===== src/design/sdcbl_defs.vh =====
// Purpose: Shared constants for the command decoder and byte-lane datapath
// Assumes: Included by bare name from the design files
// Notes: Command codes are {cs_n, ras_n, cas_n, we_n} as sampled
`ifndef SDCBL_DEFS_VH
`define SDCBL_DEFS_VH

`define SDCBL_CMD_ROW_OPEN 4'h3
`define SDCBL_CMD_PRECHARGE 4'h2
`define SDCBL_CMD_READ 4'h5
`define SDCBL_CMD_WRITE 4'h4
`define SDCBL_CMD_CS_BIT 3
`define SDCBL_BYTE_W 8
`define SDCBL_LANE_LO 0
`define SDCBL_LANE_HI 1
`define SDCBL_BURST_LEN 8
`define SDCBL_BANK_W 3

`endif


===== src/design/sdcbl_buf2.v =====
// Purpose: Two-entry valid/ready buffer on the read data path
// Assumes: Single clock, source and sink on clk
// Notes: Ready upstream drops only when both entries are full
`default_nettype none

module sdcbl_buf2 #(
   parameter WIDTH = 16
) (
   input wire clk, // Core clock
   input wire resetn, // Async reset, active low
   input wire inValid, // Word offered
   output wire inReady, // Room for a word
   input wire [WIDTH-1:0] inData, // Offered word
   output wire outValid, // Word available
   input wire outReady, // Sink takes word
   output wire [WIDTH-1:0] outData // Head word
);
   reg [WIDTH-1:0] mem_r [0:1];
   reg rdPtr_r;
   reg wrPtr_r;
   reg [1:0] count_r;
   wire push;
   wire pop;

   assign inReady = (count_r != 2'h2);
   assign outValid = (count_r != 2'h0);
   assign outData = mem_r[rdPtr_r];
   assign push = inValid && inReady;
   assign pop = outValid && outReady;

   always @(posedge clk or negedge resetn) begin
      if (!resetn) begin
         rdPtr_r <= 1'b0;
         wrPtr_r <= 1'b0;
         count_r <= 2'h0;
         mem_r[0] <= {WIDTH{1'b0}};
         mem_r[1] <= {WIDTH{1'b0}};
      end else begin
         if (push) begin
            mem_r[wrPtr_r] <= inData;
            wrPtr_r <= ~wrPtr_r;
         end
         if (pop) begin
            rdPtr_r <= ~rdPtr_r;
         end
         if (push && !pop) begin
            count_r <= count_r + 2'h1;
         end else if (pop && !push) begin
            count_r <= count_r - 2'h1;
         end
      end
   end
endmodule

`default_nettype wire


===== src/design/sdcbl_top.v =====
// Purpose: Device-side command strobe decode and x16 byte-lane strobe/mask logic
// Assumes: Link clock ck and strobes are sampled by clk, several clk per ck cycle
// Notes: No latencies or timing parameters; bursts run until the burst count ends or a decoded command cuts them
`default_nettype none
`include "sdcbl_defs.vh"

module sdcbl_top #(
   parameter BURST_LEN = `SDCBL_BURST_LEN,
   parameter BANK_W = `SDCBL_BANK_W
) (
   input wire clk, // Core clock 250 MHz
   input wire resetn, // Async reset, active low
   input wire ck, // Link clock true
   input wire ckN, // Link clock complement
   input wire csN, // Chip select, active low
   input wire rasN, // Row strobe, active low
   input wire casN, // Column strobe, active low
   input wire weN, // Write enable, active low
   input wire [BANK_W-1:0] bankSel, // Bank address
   input wire [15:0] dqIn, // Data pins, input level
   output reg [15:0] dqOut, // Data pins, driven level
   output reg [1:0] dqOeN, // Per-lane output enable, low drives
   input wire [1:0] dqsIn, // Strobe true pins, input level
   output reg [1:0] dqsOut, // Strobe true, driven level
   output reg [1:0] dqsNOut, // Strobe complement, driven level
   output reg [1:0] dqsOeN, // Strobe pair output enable, low drives
   input wire [1:0] dmIn, // Byte masks, high masks lane
   output reg rowOpen, // Pulse: open row in bank
   output reg precharge, // Pulse: precharge bank
   output reg [BANK_W-1:0] cmdBank, // Bank of last row command
   output reg [7:0] bankOpen, // Open state per bank
   output reg wrValid, // Pulse: write beat captured
   output reg [15:0] wrData, // Captured write beat
   output reg [1:0] wrLaneEn, // Lanes to store for this beat
   input wire rdValid, // Read word offered
   output reg rdReady, // Read path has room
   input wire [15:0] rdData // Read word
);
   localparam ST_IDLE = 2'h0;
   localparam ST_READ = 2'h1;
   localparam ST_WRITE = 2'h2;
   localparam [7:0] LAST_BEAT = BURST_LEN[7:0] - 8'h01;

   // Two-stage synchronisers for every pin
   reg [1:0] ckS1_r, ckS2_r;
   reg [3:0] cmdS1_r, cmdS2_r;
   reg [BANK_W-1:0] baS1_r, baS2_r;
   reg [15:0] dqS1_r, dqS2_r;
   reg [1:0] dqsS1_r, dqsS2_r, dmS1_r, dmS2_r;
   reg ckPrev_r;
   reg [1:0] dqsPrev_r;
   reg [1:0] state_r;
   reg [7:0] beat_r;
   reg half_r;
   wire ckCross;
   wire [1:0] dqsEdge;
   wire [3:0] cmd;
   wire bufValid;
   wire bufInReady;
   wire [15:0] bufData;
   wire bufPop;
   wire lastBeat;
   // Decoded commands, live only on a crossing
   wire cmdLive;
   wire isRowOpen;
   wire isPrecharge;
   wire isRead;
   wire isWrite;
   wire isColumn;
   wire bufPush;
   wire rdFullNxt;
   wire loEdgeWr;
   wire hiEdgeWr;
   wire rdRelease;
   wire [1:0] keepNow;

   function cmdIs;
      input [3:0] code;
      input [3:0] want;
      begin
         cmdIs = (code == want);
      end
   endfunction

   function [1:0] laneKeep;
      input [1:0] mask;
      begin
         laneKeep = ~mask;
      end
   endfunction

   // Crossing: ck rising while its complement is low
   assign ckCross = ckS2_r[0] && !ckS2_r[1] && !ckPrev_r;
   assign dqsEdge = dqsS2_r ^ dqsPrev_r;
   assign cmd = cmdS2_r;
   assign lastBeat = (beat_r == LAST_BEAT);
   // A crossing with chip select high decodes to nothing at all
   assign cmdLive = ckCross && !cmd[`SDCBL_CMD_CS_BIT];
   assign isRowOpen = cmdLive && cmdIs(cmd, `SDCBL_CMD_ROW_OPEN);
   assign isPrecharge = cmdLive && cmdIs(cmd, `SDCBL_CMD_PRECHARGE);
   assign isRead = cmdLive && cmdIs(cmd, `SDCBL_CMD_READ);
   assign isWrite = cmdLive && cmdIs(cmd, `SDCBL_CMD_WRITE);
   assign isColumn = isRead || isWrite;
   // Device launches a beat on each crossing of a read burst while data waits
   assign bufPop = (state_r == ST_READ) && ckCross && bufValid;
   assign bufPush = rdValid && bufInReady;
   // Room is predicted one edge ahead, so a source obeying rdReady never overruns
   assign rdFullNxt = !bufPop && (!bufInReady || (bufValid && bufPush));
   // Each lane follows its own strobe while a write burst runs
   assign loEdgeWr = (state_r == ST_WRITE) && dqsEdge[`SDCBL_LANE_LO];
   assign hiEdgeWr = (state_r == ST_WRITE) && dqsEdge[`SDCBL_LANE_HI];
   // Last read beat stays on the pins until the next crossing; a write frees them at once
   assign rdRelease = (state_r == ST_WRITE) || ((state_r == ST_IDLE) && ckCross);
   assign keepNow = laneKeep(dmS2_r);

   sdcbl_buf2 #(
      .WIDTH(16)
   ) u_rdbuf (
      .clk(clk),
      .resetn(resetn),
      .inValid(rdValid),
      .inReady(bufInReady),
      .inData(rdData),
      .outValid(bufValid),
      .outReady(bufPop),
      .outData(bufData)
   );

   // Link clock and command pins
   always @(posedge clk or negedge resetn) begin
      if (!resetn) begin
         ckS1_r <= 2'h0;
         ckS2_r <= 2'h0;
         // Idle code is all ones, so nothing decodes straight out of reset
         cmdS1_r <= 4'hF;
         cmdS2_r <= 4'hF;
         baS1_r <= {BANK_W{1'b0}};
         baS2_r <= {BANK_W{1'b0}};
         ckPrev_r <= 1'b0;
      end else begin
         ckS1_r <= {ckN, ck};
         ckS2_r <= ckS1_r;
         cmdS1_r <= {csN, rasN, casN, weN};
         cmdS2_r <= cmdS1_r;
         baS1_r <= bankSel;
         baS2_r <= baS1_r;
         ckPrev_r <= ckS2_r[0];
      end
   end

   // Data, strobe and mask share one sync depth so a beat stays aligned with its strobe
   always @(posedge clk or negedge resetn) begin
      if (!resetn) begin
         dqS1_r <= 16'h0000;
         dqS2_r <= 16'h0000;
         dqsS1_r <= 2'h0;
         dqsS2_r <= 2'h0;
         dmS1_r <= 2'h0;
         dmS2_r <= 2'h0;
         dqsPrev_r <= 2'h0;
      end else begin
         dqS1_r <= dqIn;
         dqS2_r <= dqS1_r;
         dqsS1_r <= dqsIn;
         dqsS2_r <= dqsS1_r;
         dmS1_r <= dmIn;
         dmS2_r <= dmS1_r;
         dqsPrev_r <= dqsS2_r;
      end
   end

   // Command decode and row state
   always @(posedge clk or negedge resetn) begin
      if (!resetn) begin
         rowOpen <= 1'b0;
         precharge <= 1'b0;
         cmdBank <= {BANK_W{1'b0}};
         bankOpen <= 8'h00;
         state_r <= ST_IDLE;
         beat_r <= 8'h00;
      end else begin
         rowOpen <= 1'b0;
         precharge <= 1'b0;
         // Burst bookkeeping first, so a column command decoded on the same crossing overrides its count and state
         case (state_r)
            ST_IDLE: begin
               beat_r <= 8'h00;
            end
            ST_READ: begin
               if (bufPop) begin
                  beat_r <= beat_r + 8'h01;
                  if (lastBeat) begin
                     state_r <= ST_IDLE;
                  end
               end
            end
            ST_WRITE: begin
               if (loEdgeWr) begin
                  beat_r <= beat_r + 8'h01;
                  if (lastBeat) begin
                     state_r <= ST_IDLE;
                  end
               end
            end
            default: begin
               state_r <= ST_IDLE;
            end
         endcase
         // Any decoded command cuts a running burst; a column command starts a new one
         if (isRowOpen) begin
            rowOpen <= 1'b1;
            cmdBank <= baS2_r;
            bankOpen[baS2_r] <= 1'b1;
            state_r <= ST_IDLE;
         end else if (isPrecharge) begin
            precharge <= 1'b1;
            cmdBank <= baS2_r;
            bankOpen[baS2_r] <= 1'b0;
            state_r <= ST_IDLE;
         end
         if (isColumn) begin
            state_r <= isRead ? ST_READ : ST_WRITE;
            beat_r <= 8'h00;
         end
      end
   end

   // Write capture: lower lane from lower strobe, upper lane from upper strobe
   always @(posedge clk or negedge resetn) begin
      if (!resetn) begin
         wrValid <= 1'b0;
         wrData <= 16'h0000;
         wrLaneEn <= 2'h0;
      end else begin
         wrValid <= 1'b0;
         // Lower strobe marks the beat, so both strobes must be seen on one core clock
         if (loEdgeWr) begin
            wrValid <= 1'b1;
            wrData[`SDCBL_BYTE_W-1:0] <= dqS2_r[`SDCBL_BYTE_W-1:0];
            // Mask taken on the same edge as its beat
            wrLaneEn[`SDCBL_LANE_LO] <= keepNow[`SDCBL_LANE_LO];
         end
         if (hiEdgeWr) begin
            wrData[2*`SDCBL_BYTE_W-1:`SDCBL_BYTE_W] <= dqS2_r[2*`SDCBL_BYTE_W-1:`SDCBL_BYTE_W];
            wrLaneEn[`SDCBL_LANE_HI] <= keepNow[`SDCBL_LANE_HI];
         end
      end
   end

   // Read drive: strobe toggles with each new beat, so edges match data
   always @(posedge clk or negedge resetn) begin
      if (!resetn) begin
         dqOut <= 16'h0000;
         dqOeN <= 2'h3;
         dqsOut <= 2'h0;
         dqsNOut <= 2'h3;
         dqsOeN <= 2'h3;
         half_r <= 1'b0;
      end else begin
         if (bufPop) begin
            dqOut <= bufData;
            half_r <= ~half_r;
            dqsOut <= {2{~half_r}};
            // Both halves of the pair leave one edge, so they never skew
            dqsNOut <= {2{half_r}};
            dqOeN <= 2'h0;
            dqsOeN <= 2'h0;
         end else if (rdRelease) begin
            dqOeN <= 2'h3;
            dqsOeN <= 2'h3;
            half_r <= 1'b0;
            dqsOut <= 2'h0;
            dqsNOut <= 2'h3;
         end
      end
   end

   // Room flag is a flop like every other output
   always @(posedge clk or negedge resetn) begin
      if (!resetn) begin
         rdReady <= 1'b0;
      end else begin
         rdReady <= !rdFullNxt;
      end
   end
endmodule

`default_nettype wire

===== config.mk =====
export PLATFORM = sky130hd
export DESIGN_NAME = sdcbl_top
export DESIGN_NICKNAME = d
export VERILOG_FILES = /design/src/design/sdcbl_buf2.v /design/src/design/sdcbl_top.v
export VERILOG_INCLUDE_DIRS = /design/src /design/src/design
export SDC_FILE = /design/constraint.sdc
export NUM_CORES = 1
export LEC_CHECK = 0
export BUFFER_PORTS_ARGS = -buffer_cell sky130_fd_sc_hd__buf_2
export CAP_MARGIN = 20
export CORE_MARGIN = 2
export CORE_UTILIZATION = 45
export DETAILED_ROUTE_END_ITERATION = 10
export GPL_ROUTABILITY_DRIVEN = 1
export PLACE_DENSITY = 0.69
export SLEW_MARGIN = 20
export SYNTH_ARGS = -nofsm -noshare
export SYNTH_HDL_FRONTEND = slang
export SYNTH_SLANG_ARGS = --single-unit

===== constraint.sdc =====
create_clock -name clk -period 2 [get_ports clk]
set_input_delay 0.3 -clock clk [delete_from_list [all_inputs] [get_ports clk]]
set_output_delay 0.3 -clock clk [all_outputs]
set_load 0.02 [all_outputs]

Yosys cells after proc, flatten, opt, wreduce, memory -nomap -nowiden. Index checks and enable logic that the tools add are counted.

Register bits after elaboration: 163. Input port bits: 48. Output and inout bits: 57. Word-level logic and storage cells: 143.

Add/sub/neg operators: 3. Order comparisons: 5. Eq/ne operators: 13. Multiplexer cells: 37. Bitwise operators: 10. Reductions and logical operators: 39.

Operator list (number): $mux 16 (4); $mux 8 (5); $bwmux 32 (1); $mux 2 (14); $pmux 8 s3 (1); $logic_and 1x1->1 (20); $demux 16 s1 (1); $ne 5x5->1 const B (2); $add 8x1->8 const B (1); $and 8x8->8 (1); $eq 4x2->1 const B (2); $eq 4x3->1 const B (2); $eq 8x3->1 const B (1); $logic_not 1->1 (8); $not 8->8 (1); $or 8x8->8 (1); $reduce_bool 2->1 (4); $mux 1 (7); $mux 3 (2); $ne 3x3->1 const B (2); $pmux 2 s3 (1); $reduce_and 3->1 (2); $ge 2x2->1 const B (2); $lt 3x4->1 const B (1); other kinds (16) (21).

Longest topological paths before layout.
Word-level depth: 10. Gate-level depth with buffers: 11. Mapped depth without buffers: 9.

By module. From an unflattened synthesis, not the netlist that was laid out.

Cells, all modules: 420. Area total of the unflattened synthesis: 5944.5 µm².

Modules (own cells, without submodules): sdcbl_top (times used 1, cells each 317, area an instance 4249.1 µm², seq. area each 3090.5 µm²); sdcbl_buf2 (times used 1, cells each 103, area an instance 1695.4 µm², seq. area each 900.9 µm²).

Least setup slack after synthesis. Ideal clock, no wire load.

Path type: reg-to-reg. From: register ckS2_r[1]. To: register u_rdbuf.count_r[1]. Library setup time: 0.079 ns. Arrival time: 1.899 ns. Required time: 1.921 ns. Path slack: 0.022 ns. Stages on the path, launching flop included: 9. Clock period less this slack: 1.978 ns. Path through: dfrtp_1 > or3b_4 > nor2_1 > inv_2 > buf_2 > buf_6 > ha_1 > nor2_1 > xor2_1.

Cells in the longest elaborated chain, start to end: 9. Elaborated cells on any way between the ends: 11.

Ends and longest elaborated chain: start, declared (RTL line sdcbl_top.v:45) `reg [1:0] ckS1_r, ckS2_r;`; start signal, assigned (RTL line sdcbl_top.v:142) `ckS2_r <= ckS1_r;`; $logic_not 1->1 * (RTL line sdcbl_top.v:93) `assign ckCross = ckS2_r[0] && !ckS2_r[1] && !ckPrev_r;`; $logic_and 1x1->1 * (2 in series) (RTL line sdcbl_top.v:93); $logic_and 1x1->1 * (2 in series) (RTL line sdcbl_top.v:105) `assign bufPop = (state_r == ST_READ) && ckCross && bufValid;`; $logic_and 1x1->1 * (RTL line sdcbl_buf2.v:29) `assign pop = outValid && outReady;`; $logic_not 1->1 (RTL line sdcbl_buf2.v:46) `if (push && !pop) begin`; $logic_and 1x1->1 (RTL line sdcbl_buf2.v:46); $mux 2 / $reduce_bool 2->1 (equally long branches); end signal, assigned (RTL line sdcbl_buf2.v:47) `count_r <= count_r + 2'h1;`; end signal, assigned (RTL line sdcbl_buf2.v:49) `count_r <= count_r - 2'h1;`; end, declared (RTL line sdcbl_buf2.v:21) `reg [1:0] count_r;`.

Every way passes the cells marked *; elsewhere a longest branch is shown, timed or not. A chain may end at the register's enable or synchronous reset.

Final worst setup path.
From: register state_r[0]. To: register beat_r[2].

Cells in the longest elaborated chain, start to end: 5. Elaborated cells on any way between the ends: 12.

Ends and longest elaborated chain: start, declared (RTL line sdcbl_top.v:52) `reg [1:0] state_r;`; start signal, assigned (RTL line sdcbl_top.v:222) `state_r <= isRead ? ST_READ : ST_WRITE;`; $eq 2x1->1 (RTL line sdcbl_top.v:105, sdcbl_top.v:185); $logic_and 1x1->1 (2 in series) (RTL line sdcbl_top.v:105); $ne 3x3->1 (no line); $reduce_and 3->1 (no line); end signal, assigned (RTL line sdcbl_top.v:191) `beat_r <= beat_r + 8'h01;`; end signal, assigned (RTL line sdcbl_top.v:199) `beat_r <= beat_r + 8'h01;`; end, declared (RTL line sdcbl_top.v:53) `reg [7:0] beat_r;`.

Several ways; a longest one is shown, not always the timed one.

==> results.cfg <==
[run_status]
status = finished clean

[setup_path]
r2r-start = state_r[0]
crit_fanout = 9
startpoint = state_r[0]
crit_arrival_ns = 2.11
crit_end = beat_r[2]
cp-end-kind = flop
path_class = reg -> reg
cp-start-kind = flop
rr_worst_depth = 6
reg2reg_setup_slack_ns = 0.20
r2r_end = beat_r[2]
worstPathRequired_ns = 2.31

[placed_design]
placed_area_mm2 = 0.00657
gp_congestion = 0.764
io_buffers = 104
post-dp-hpwl_um = 7350

[timing]
skew_ns = 0.00504
rsz0062_at_grt = false
tns_ns = 0
period_minus_slack_ns = 1.80
fmax_mhz = 556
setup_viol = 0
relSlewSlack_pct = 66.5
worstMarginPinSlew_ns = 0.502
drv_slew = 0
period_share_pct = 90.0
finalHoldViolations = 0

[drt]
wl_per_cell_um = 15.3
ant_nets = 0
viasPerCell = 4.99
drc = 0
drtPass1Iterations = 4
dr_total_vias = 3622
wirelength_um = 11100
first_iter_violations = 155

[cts]
root_buffer = clkbuf_16
post_cts_buffers = 0
clock_path_buffers = 2
post_cts_resize_count = 0
insertion_delay_ns = 0.42
cts_tree = yes
path_clk_slew_ns = 0.06
cts_made_buffers = 17
clkSinkCount = 159
ctsHtreeMaxLevel = 4

[synthesis]
synth.distinct_cells = 52
synthesis.nets = 451
syn_area_mm2 = 0.00585
yosys_warnings = 0
synthTopCellsByArea = dfrtp_1 64%, mux2_2 9.1%, dfstp_2 4.5%
synth_edf_count = 0
yosysMostFrequentCell = dfrtp_1
syn_avg_cell_area_um2 = 14.7
syn_inst = 398
synth_top_area_share_pct = 63.8
synth_common_cells = 149 x dfrtp_1, 47 x mux2_2, 32 x nand2_1
ys.flop_type = dfrtp_1
async_reset_ff_share_pct = 100
ys_ff_latch = 159
ys_seq_area_share_pct = 68.3
yosysTopAreaCell = dfrtp_1

[global_route]
grt_antenna_before_repair = 1
grt_usage_pct = 17.8
grt_pass1_vias = 3892
grt_max_degree = 61
grt_pass1_wl_um = 19100
gr-total-overflow = 0

[floorplan]
die_w_um = 118
start_util_pct = 46.1
row_count = 41
coreArea_mm2 = 0.0127
die_h_um = 118
die_area_mm2 = 0.0139
ioPinCount = 105

[power_and_ir_drop]
power.leakage_nw = 3.53
powerDensity_mw_per_mm2 = 1410
ir_drop_mv = 0.853

[cells_and_area]
final_cell_area_mm2 = 0.00750
syn_to_final_growth_pct = 28.3
fin_nets = 593
drive_gt1_share_pct = 38.9

[hold_path]
hp-class = in -> reg

[flow_run]
cap_violations = 0
[stage by stage]
step	hold slack [ns]	utilization, %	setup slack (ns)	total power, mW	std cells
after CTS	0.0931	59.1	0.198	10.7	725
after floorplan	0.00441	-	0.0216	6.37	398
after detailed placement	0.260	51.8	0.210	7.27	663
after global routing	0.108	59.2	0.0761	11.2	726
after global placement	0.255	51.8	0.261	7.11	663
final	0.119	59.2	0.200	10.6	726
[sequential cells by signal, indices dropped and copies added (netlist names), 3 cells and up, named ones only]
register,flops
dqOut,16
cmdBank,3
baS2_r,3
wrData,16
cmd,4
baS1_r,3
u_rdbuf.mem_r,32
dqS2_r,16
dqS1_r,16
cmdS1_r,4
beat_r,8
[report_power, final]
part	internal, mW	total [mW]	switching [mW]
clock	2.13	3.36	1.24
sequential	4.05	4.49	0.439
combinational	1.25	2.72	1.47
[routing by layer]
layer / up-vias / part of all wire, % / global-route usage, %
met3: 24 / 4.2 / 5.96
met1: 1834 / 41 / 20.4
met2: 86 / 52 / 30.4
met4: 0 / 2.5 / 8.06
li1: 1678 / - / -
met5: - / 0 / 0
[cell type report]
cell class	count	area (um2)
diodes	1	2.50
multi-input cells	212	1710
clock buffers	23	498
clock inverters	9	129
repair buffers	141	917
flip-flops and latches	159	3990
inverters	9	33.8
fillers	1018	5170
well taps	172	215
[cells in the final DEF, fill, tap and decap left out, types with 10 or more instances in the layout]
cell / count
clkbuf_16: 17
mux2_1: 10
buf_2: 103
mux2i_1: 16
dfrtp_1: 149
dlygate4sd3_1: 30
dfstp_2: 10
o21ai_0: 19
mux2_2: 47
nand2_1: 32
[kinds of logic after synthesis]
kind of cell | share of synthesized area [%]
AOI/OAI and AO/OA | 5.37
xor gates and xnor gates | 1.05
and+or+nand+nor | 8.05
DFF | 68.3
buffers and inverters | 2.46
adders and majority gates | 1.07
muxes | 13.7
[critical path, stage by stage (launching register included)]
cell      delay (ns)
dfrtp_1         0.37
inv_1           0.07
ha_1            0.29
o21bai_1        0.30
o21ai_4         0.17
and3_4          0.24
a41o_1          0.24
[repair_timing]
item | in CTS | in global routing
hold buffers | 30 | 0
hold endpoints to repair | 69 | 0
setup endpoints to repair | 0 | 0
[worst min path at each step]
stage,from,cells past startpoint,to
after global routing,rdData[0],2,u_rdbuf.mem_r[0]
final,rdData[11],2,u_rdbuf.mem_r[27]
after floorplan,resetn,0,asynchronous set/reset pin
after CTS,rdData[11],2,u_rdbuf.mem_r[27]
after detailed placement,resetn,1,u_rdbuf.mem_r[28]
after global placement,resetn,1,dqS1_r[10]
Power figures use the tool's default switching activity.
